==> src/tmc_pkg.sv <==
// Package with register map, field positions and reset values for the tach mode and pin config block.
package tmc_pkg;
  localparam logic [7:0] TMC_CFG_OFFSET = 8'h05;
  localparam logic [7:0] TMC_MASK_OFFSET = 8'h20;
  localparam logic [7:0] TMC_STATUS_OFFSET = 8'h21;
  localparam int TMC_RST_EN_BIT = 7;
  localparam int TMC_ALARM_EN_BIT = 6;
  localparam int TMC_FAN2_DIV_HI = 5;
  localparam int TMC_FAN2_DIV_LO = 4;
  localparam int TMC_FAN1_DIV_HI = 3;
  localparam int TMC_FAN1_DIV_LO = 2;
  localparam int TMC_FAN2_MODE_BIT = 1;
  localparam int TMC_FAN1_MODE_BIT = 0;
  localparam logic [7:0] TMC_CFG_RESET = 8'h14;
  localparam logic [7:0] TMC_MASK_RESET = 8'h00;
  localparam logic [3:0] TMC_PRESCALE_DEFAULT = 4'h2;
  localparam int TMC_SYNC_STAGES = 3;
  typedef enum logic [2:0]
  {
    TMC_PIN_OFF = 3'b001,
    TMC_PIN_RESET = 3'b010,
    TMC_PIN_ALARM = 3'b100
  } tmc_pin_mode_t;
endpackage

==> src/tmc_fan_chan.sv <==
// One fan input channel: synchroniser, prescaled edge counter and level alarm.
`timescale 1ns/10ps
module tmc_fan_chan
  import tmc_pkg::*;
#(
  parameter int CNT_W = 16
)
(
  input wire logic clk_i,
  input wire logic reset_i,
  input wire logic pin_i,
  input wire logic level_mode_i,
  input wire logic active_low_i,
  input wire logic [1:0] prescale_i,
  output logic [CNT_W-1:0] count_o,
  output logic event_o
);
  logic [TMC_SYNC_STAGES-1:0] sync;
  logic level;
  logic [3:0] pre;
  logic [CNT_W-1:0] count;
  logic ev;
  logic [TMC_SYNC_STAGES-1:0] next_sync;
  logic next_level;
  logic [3:0] next_pre;
  logic [CNT_W-1:0] next_count;
  logic next_ev;
  logic [3:0] pre_limit;
  logic [2:0] fill;
  logic [2:0] next_fill;
  logic primed;

  always_comb
  begin
    primed = (fill == 3'(TMC_SYNC_STAGES + 1));
    next_fill = primed ? fill : fill + 3'h1;
    next_sync = {sync[TMC_SYNC_STAGES-2:0], pin_i};
    // A change counts only once the second and third stages agree.
    // Until the stages have filled the level is loaded without counting, so a pin idling high is no edge.
    next_level = !primed ? sync[2] : ((sync[1] == sync[2]) ? sync[2] : level);
    pre_limit = 4'(4'h1 << prescale_i);
    next_pre = pre;
    next_count = count;
    next_ev = 1'b0;
    if (level_mode_i)
    begin
      next_pre = 4'h0;
      next_ev = active_low_i ? ~level : level;
    end
    else if (primed && next_level && !level)
    begin
      // Prescale: one count per 1, 2, 4 or 8 rising edges.
      if (pre + 4'h1 >= pre_limit)
      begin
        next_pre = 4'h0;
        next_count = count + CNT_W'(1);
      end
      else
      begin
        next_pre = pre + 4'h1;
      end
    end
  end

  always_ff @(posedge clk_i or posedge reset_i)
  begin
    if (reset_i)
    begin
      fill <= 3'h0;
      sync <= '0;
      level <= 1'b0;
      pre <= 4'h0;
      count <= '0;
      ev <= 1'b0;
    end
    else
    begin
      fill <= next_fill;
      sync <= next_sync;
      level <= next_level;
      pre <= next_pre;
      count <= next_count;
      ev <= next_ev;
    end
  end

  assign count_o = count;
  assign event_o = ev;
endmodule

==> src/tmc_top.sv <==
// Fan tach mode, divisor and shared reset/alarm pin configuration register with its steered logic.
// Functional notes
// Bit 7 set makes the shared pin carry the reset-request function.
// Bit 6 set makes the shared pin carry the overtemperature alarm.
// Alarm works only with bit 7 clear; reset request wins.
// Both bits clear leaves the shared pin disabled, nothing asserted.
// Fan 2 level mode: bit 4 one alarms on low, zero on high.
// Fan 1 level mode: bit 2 one alarms on low, zero on high.
// Bit 1 one puts fan 2 in level mode, zero in counting.
// Bit 0 one puts fan 1 in level mode, zero in counting.
// Divisor fields give prescale 1, 2, 4, 8; reset to code 1.
// A set mask bit keeps a fan status off the interrupt output.
`timescale 1ns/10ps
module tmc_top
  import tmc_pkg::*;
#(
  parameter int CNT_W = 16
)
(
  input wire logic clk_i,
  input wire logic reset_i,
  input wire logic [7:0] reg_addr_i,
  input wire logic reg_write_i,
  input wire logic [7:0] reg_wdata_i,
  output logic [7:0] reg_rdata_o,
  input wire logic fan1_pulse_input_i,
  input wire logic fan2_pulse_input_i,
  input wire logic reset_request_i,
  input wire logic overtemp_i,
  output logic shared_pin_o,
  output logic shared_pin_oe_o,
  output logic interrupt_o,
  output logic [CNT_W-1:0] fan1_count_o,
  output logic [CNT_W-1:0] fan2_count_o
);
  logic [7:0] cfg;
  logic [1:0] mask;
  logic [1:0] status;
  logic [7:0] rdata;
  logic pin_drive;
  logic pin_oe;
  logic irq;
  logic [7:0] next_cfg;
  logic [1:0] next_mask;
  logic [1:0] next_status;
  logic [7:0] next_rdata;
  logic next_pin_drive;
  logic next_pin_oe;
  logic next_irq;
  tmc_pin_mode_t pin_mode;
  logic [1:0] fan_event;
  logic [1:0] fan_level_mode;
  logic [1:0] fan_active_low;
  logic [1:0] fan_in;
  logic [1:0][1:0] fan_prescale;
  logic [1:0][CNT_W-1:0] fan_count;

  assign fan_in = {fan2_pulse_input_i, fan1_pulse_input_i};
  assign fan_level_mode = {cfg[TMC_FAN2_MODE_BIT], cfg[TMC_FAN1_MODE_BIT]};
  assign fan_active_low = {cfg[TMC_FAN2_DIV_LO], cfg[TMC_FAN1_DIV_LO]};
  assign fan_prescale[1] = cfg[TMC_FAN2_DIV_HI:TMC_FAN2_DIV_LO];
  assign fan_prescale[0] = cfg[TMC_FAN1_DIV_HI:TMC_FAN1_DIV_LO];

  genvar g;
  generate
    for (g = 0; g < 2; g++)
    begin : gen_fan
      tmc_fan_chan #(.CNT_W(CNT_W)) u_chan
      (
        .clk_i(clk_i),
        .reset_i(reset_i),
        .pin_i(fan_in[g]),
        .level_mode_i(fan_level_mode[g]),
        .active_low_i(fan_active_low[g]),
        .prescale_i(fan_prescale[g]),
        .count_o(fan_count[g]),
        .event_o(fan_event[g])
      );
    end
  endgenerate

  always_comb
  begin
    // Reset request takes the pin whenever bit 7 is set, regardless of bit 6.
    if (cfg[TMC_RST_EN_BIT])
      pin_mode = TMC_PIN_RESET;
    else if (cfg[TMC_ALARM_EN_BIT])
      pin_mode = TMC_PIN_ALARM;
    else
      pin_mode = TMC_PIN_OFF;
  end

  always_comb
  begin
    next_cfg = cfg;
    next_mask = mask;
    // Status is sticky; a new event wins over a clear in the same cycle.
    next_status = status;
    if (reg_write_i && reg_addr_i == TMC_CFG_OFFSET)
      next_cfg = reg_wdata_i;
    if (reg_write_i && reg_addr_i == TMC_MASK_OFFSET)
      next_mask = reg_wdata_i[1:0];
    if (reg_write_i && reg_addr_i == TMC_STATUS_OFFSET)
      next_status = status & ~reg_wdata_i[1:0];
    next_status = next_status | fan_event;
    next_irq = |(status & ~mask);
    unique case (pin_mode)
      TMC_PIN_RESET:
      begin
        next_pin_oe = reset_request_i;
        next_pin_drive = 1'b0;
      end
      TMC_PIN_ALARM:
      begin
        next_pin_oe = overtemp_i;
        next_pin_drive = 1'b0;
      end
      TMC_PIN_OFF:
      begin
        next_pin_oe = 1'b0;
        next_pin_drive = 1'b0;
      end
      default:
      begin
        next_pin_oe = 1'b0;
        next_pin_drive = 1'b0;
      end
    endcase
    if (reg_addr_i == TMC_CFG_OFFSET)
      next_rdata = next_cfg;
    else if (reg_addr_i == TMC_MASK_OFFSET)
      next_rdata = {6'h00, next_mask};
    else if (reg_addr_i == TMC_STATUS_OFFSET)
      next_rdata = {6'h00, next_status};
    else
      next_rdata = 8'h00;
  end

  always_ff @(posedge clk_i or posedge reset_i)
  begin
    if (reset_i)
    begin
      cfg <= TMC_CFG_RESET;
      mask <= TMC_MASK_RESET[1:0];
      status <= 2'h0;
      rdata <= 8'h00;
      pin_drive <= 1'b0;
      pin_oe <= 1'b0;
      irq <= 1'b0;
    end
    else
    begin
      cfg <= next_cfg;
      mask <= next_mask;
      status <= next_status;
      rdata <= next_rdata;
      pin_drive <= next_pin_drive;
      pin_oe <= next_pin_oe;
      irq <= next_irq;
    end
  end

  assign reg_rdata_o = rdata;
  assign shared_pin_o = pin_drive;
  assign shared_pin_oe_o = pin_oe;
  assign interrupt_o = irq;
  assign fan1_count_o = fan_count[0];
  assign fan2_count_o = fan_count[1];
endmodule

==> config.mk <==
export PLATFORM = sky130hd
export DESIGN_NAME = tmc_top
export DESIGN_NICKNAME = d
export VERILOG_FILES = /design/src/tmc_pkg.sv /design/src/tmc_fan_chan.sv /design/src/tmc_top.sv
export SDC_FILE = /design/constraint.sdc
export NUM_CORES = 1
export LEC_CHECK = 0
export BUFFER_PORTS_ARGS = -buffer_cell sky130_fd_sc_hd__buf_4
export CAP_MARGIN = 0
export CORE_MARGIN = 2
export CORE_UTILIZATION = 50
export DETAILED_ROUTE_END_ITERATION = 8
export PLACE_DENSITY = 0.72
export SKIP_LAST_GASP = 1
export SLEW_MARGIN = 20
export SYNTH_ARGS = -nofsm -noshare
export SYNTH_HDL_FRONTEND = slang
export SYNTH_SLANG_ARGS = --single-unit
==> constraint.sdc <==
create_clock -name clk_i -period 3.6 [get_ports clk_i]
set_input_delay 0.36 -clock clk_i [delete_from_list [all_inputs] [get_ports clk_i]]
set_output_delay 0.36 -clock clk_i [all_outputs]
set_load 0.01 [all_outputs]
## Word level (Yosys, flattened, before mapping)

Cells that the tools add are included.

- Bits in registers: 78
- Input port bits: 23
- Output and inout port bits: 43
- Word-level logic and storage cells: 83

- $add $sub $neg: 6
- $lt $le $gt $ge: 2
- Eq/ne operators: 9
- Shifts and indexed selects: 2
- Mux-type cells: 23
- Bitwise gates (word level): 9
- Reduce and logical (&&, ||, !) cells: 14

Operators by type and width:

| cell | number |
|---|---|
| $add A16 B1 Y16 const B | 2 |
| $mux W4 | 6 |
| $eq A8 B6 Y1 const B | 2 |
| $mux W8 | 2 |
| $eq A3 B3 Y1 const B | 3 |
| $add A4 B1 Y4 const B | 2 |
| $eq A8 B3 Y1 const B | 1 |
| $ge A4 B4 Y1 | 2 |
| $mux W1 | 8 |
| $mux W2 | 4 |
| $shl A1 B2 Y4 const A | 2 |
| $logic_and A1 B1 Y1 | 7 |
| $add A3 B1 Y3 const B | 2 |
| $mux W3 | 2 |
| $reduce_and A3 Y1 | 2 |
| $and A2 B2 Y2 | 2 |
| $not A1 Y1 | 4 |
| $not A2 Y2 | 2 |
| $reduce_bool A2 Y1 | 2 |
| $eq A3 B2 Y1 const B | 1 |
| $eq A1 B1 Y1 | 2 |
| $logic_not A1 Y1 | 2 |
| $or A2 B2 Y2 | 1 |
| $pmux W1 S2 | 1 |
| $reduce_or A2 Y1 | 1 |

## Depth between registers and ports, before layout

- Depth after elaboration: 7
- Depth in mapped cells: 9

## Cells and area by module

From an unflattened synthesis, not the netlist that was laid out.

- Cells, all modules: 329
- Area, all modules: 3,804.9 um^2

Modules (own cells, without submodules):

| module | times used | cells each | area each (um^2) |
|---|---|---|---|
| tmc_fan_chan | 2 | 123 | 1,386.3 |
| tmc_top | 1 | 83 | 1,032.2 |

## Least setup slack after synthesis

No wires, ideal clock.

- Path type: register -> register
- Start: reg cfg[4]
- End: reg gen_fan[1].u_chan.count[1]
- Library setup time: 0.125 ns
- Arrival: 2.104 ns
- Required time: 3.475 ns
- Slack: 1.371 ns
- Cell stages (with the launch flop): 7
- Buffers on the path: 0
- Cell sequence: dfstp_2 nor2_1 ha_1 nand2b_1 a2111oi_2 nor3_1 mux2_2

- Word-level cells in the longest chain between the ends: 3

Ends and longest elaborated chain:

| item | line | source |
|---|---|---|
| start, declared | tmc_top.sv:36 | `logic [7:0] cfg;` |
| start signal, assigned | tmc_top.sv:153 | `cfg <= next_cfg;` |
| $shl A1 B2 Y4 | tmc_fan_chan.sv:41 | `pre_limit = 4'(4'h1 << prescale_i);` |
| $ge A4 B4 Y1 | tmc_fan_chan.sv:53 | `if (pre + 4'h1 >= pre_limit)` |
| $reduce_and A3 Y1 (no source line) | - |  |
| end signal, assigned | tmc_fan_chan.sv:82 | `count <= next_count;` |
| end, declared | tmc_fan_chan.sv:21 | `logic [CNT_W-1:0] count;` |

No other way between the ends.
A chain may end at the register's enable or synchronous reset.

## Worst setup path in the final report

Same ends and word-level chain as after synthesis.

==> run_results.csv <==
group,metric,value,unit
cts,numClockSinks,78,
grt,grt_first_pass_wirelength,11.1,mm
logic_synthesis,async_reset_ff_frac,1.00,
logic_synthesis,netlist_top_cells_area,"dfrtp_1 (52%), xnor2_1 (6.5%), ha_1 (5.5%)",
drt,firstDrtPassIters,4,
cts,cts-hold-fix-buffers,0,
logic_synthesis,synth_top_area_cell,"dfrtp_1",
grt,antenna_found_initial,0,
power_and_ir_drop,vdd_drop_max,335,uV
critical_path,worstSetupPathType,"register to register",
timing,whs,0.0890,ns
floorplanning,rows,31,
drt,viasPerCell,5.08,
floorplanning,initial_utilization,0.509,
finish,n_antenna_cell,0,
power_and_ir_drop,leakage,0.00217,uW
finish,layout.nets,435,
finish,mostFrequentLayoutCells,"dfrtp_1 (76), buf_4 (65), nand2_1 (31), xnor2_1 (27), nor2_1 (26)",
critical_path,critPathMaxFanout,7,
placed_design,dp_cells,484,
cts,cts_resized,0,
drt,routed.top_layer,"met4",
placed_design,placed_area,0.00425,mm^2
hold_path,min_path_type,"input pin to asynchronous set/reset pin",
cts,cts_setup_buffers,0,
power_and_ir_drop,cellPowerDensity,455,mW/mm^2
floorplanning,die_height,89.5,um
logic_synthesis,synth_area,0.00365,mm^2
finish,drive_gt1_frac,0.262,
cts,numCtsBuffers,9,
logic_synthesis,syn_inst,324,
drt,detail-route-antenna-nets,0,
logic_synthesis,ys_seq_area_frac,0.535,
timing,final_hold_viol_count,0,
critical_path,crit_chain,"nor2_1, ha_1, nand2b_1, a2111oi_2, nor3_1, mux2_2",
cts,clk_root_buffer_cell,"clkbuf_8",
drt,wl_per_cell,13.1,um
finish,finish.instance_area,0.00443,mm^2
drt,wl_met1,3.09,mm
logic_synthesis,syn-num-nets,363,
timing,finalCritPeriodShare,0.659,
logic_synthesis,avgSynthCellArea,11.3,um^2
grt,grt_usage,0.184,
grt,overflow,0,
cts,clockBufferDepth,2,
status,status,"complete, no violations",
placed_design,gp_congestion,0.842,
placed_design,io_buffers,64,
grt,grt_max_degree,42,
floorplanning,core-area,0.00718,mm^2
logic_synthesis,synth_top_area_share,0.521,
cts,cts_tree,"built",
critical_path,crit_path_start_kind,"register",
timing,timing.fmax,422,MHz
timing,fin_crit,2.37,ns
cts,clk_pin_slew,0.08,ns
job,maxCapViolations,0,
finish,instances_no_fill,500,
grt,grt_pass1_vias,2480,
drt,drt_iter0_drc,110,
critical_path,critPathArrivalTime,2.61,ns
timing,rsz0062_at_grt,"false",
cts,cts_max_level,3,
logic_synthesis,synth_edf_count,0,
drt,wl_met3,268,um
finish,synthToLayoutAreaGrowth,21.2,%
floorplanning,dieArea,0.00800,mm^2
logic_synthesis,synth.distinct_cells,42,
drt,drc,0,
drt,route.met2.wl,3.06,mm
critical_path,cp-end-kind,"register",
timing,tightestPinTransition,0.707,ns
critical_path,cpPeakStageDelay,0.63,ns
logic_synthesis,yosys_warnings,0,
critical_path,rr_worst_depth,6,
floorplanning,die_w,89.5,um
timing,setup_viol,0,
timing,slew_viol_final,0,
timing,fin_worst_skew,0.00558,ns
drt,dr_total_vias,2541,
timing,setup_tns,0,ns
logic_synthesis,synthFlopType,"dfrtp_1",
finish,final_common_cell,"dfrtp_1",
timing,slew-limit-headroom,0.525,
placed_design,hpwlAfterDp,4.81,mm
logic_synthesis,ys_seq_elements,78,
floorplanning,io_pins,66,
critical_path,slowest_stage,"a2111oi_2",
cts,clk_latency,0.35,ns
drt,totalWireLength,6.54,mm
critical_path,crit_required,3.84,ns
==> stage by stage <==
stage | power [uW] | utilization | worst slack [ns]
2_1_floorplan | 1280 | - | 1.25
3_3_place_gp | 1420 | 0.592 | 1.27
3_5_place_dp | 1440 | 0.592 | 1.23
4_1_cts | 2040 | 0.617 | 1.22
5_1_grt | 2140 | 0.617 | 1.07
6_report | 2010 | 0.617 | 1.23
==> layer usage <==
metal  global-route usage  vias up
li1                     -     1270
met1                0.236     1224
met2                0.294       38
met3               0.0489        9
met4               0.0814        0
met5                    0        -
==> path summary, 6_finish.rpt <==
path                                           start                       endpoint  slack [ns]
max                                           cfg[4]   gen_fan[1].u_chan.count_o[1]        1.23
min                                          reset_i  gen_fan[1].u_chan.count_o[15]        0.09
max reg2reg                                   cfg[4]   gen_fan[1].u_chan.count_o[1]        1.23
min in group clk_i                fan1_pulse_input_i      gen_fan[0].u_chan.sync[0]        0.11
max in group asynchronous                    reset_i                         cfg[4]        2.57
min reg2reg                gen_fan[0].u_chan.sync[0]      gen_fan[0].u_chan.sync[1]        0.36
==> report_power, final <==
group / total, uW / leakage, uW / switching [uW] / internal [uW]
registers: 1040 / 0.00102 / 91.7 / 947
clock network: 596 / 0.0000857 / 309 / 287
logic: 378 / 0.00106 / 185 / 192
total: 2010 / 0.00217 / 586 / 1430
==> final cells by class <==
cell class	instances	area, um^2
Timing Repair Buffer	65	488
Fill cell	598	2750
Clock inverter	3	20.0
Sequential cell	78	1950
Inverter	11	42.5
Clock buffer	13	159
Multi-Input combinational cell	231	1640
Tap cell	99	124
==> critical path, delay by kind of cell, from the launching register on <==
family / cells / cell delay [ns]
mux: 1 / 0.33
simple gates: 3 / 0.43
flops: 1 / 0.59
fa+ha+maj: 1 / 0.28
compound gates: 1 / 0.63
==> flip-flops by register name, summed over array words and instances, names as in the netlist, 6 cells and up <==
name                    count
cfg                         8
gen_fan.u_chan.count_o     32
gen_fan.u_chan.fill         6
gen_fan.u_chan.pre          8
gen_fan.u_chan.sync         6
reg_rdata_o                 8
==> cells by family (layout without fill, tap and decap cells) <==
kind of cell               after synthesis  after routing  share of synthesized area
AOI/OAI and AO/OA                       33             33                     0.0651
other                                    1              1                    0.00103
buffers and inverters                   15             92                     0.0164
DFF                                     78             78                      0.535
muxes                                   20             20                     0.0589
xor gates and xnor gates                36             36                     0.0863
adders and majority gates               16             16                     0.0548
and+or+nand+nor                        125            125                      0.182
==> synth_stat cells (2+ instances only) <==
cell type   n
mux2i_1     8
a21o_1      2
mux2_2     12
nand3_1    10
a22o_1      4
xnor2_1    27
nor2_1     26
nand2_1    31
ha_1       16
and3_1      8
a21oi_1     4
o21bai_1    4
a31oi_1     3
xor2_1      9
nor3_1      6
nand4_1    13
o221a_2     2
inv_1      11
o21a_1      2
a2111oi_2   2
and2_1      3
and4_1      4
nand2b_1   13
clkbuf_1    2
dfstp_2     2
o21ai_0     9
dfrtp_1    76
No activity file was read; power rests on OpenSTA's default activity.
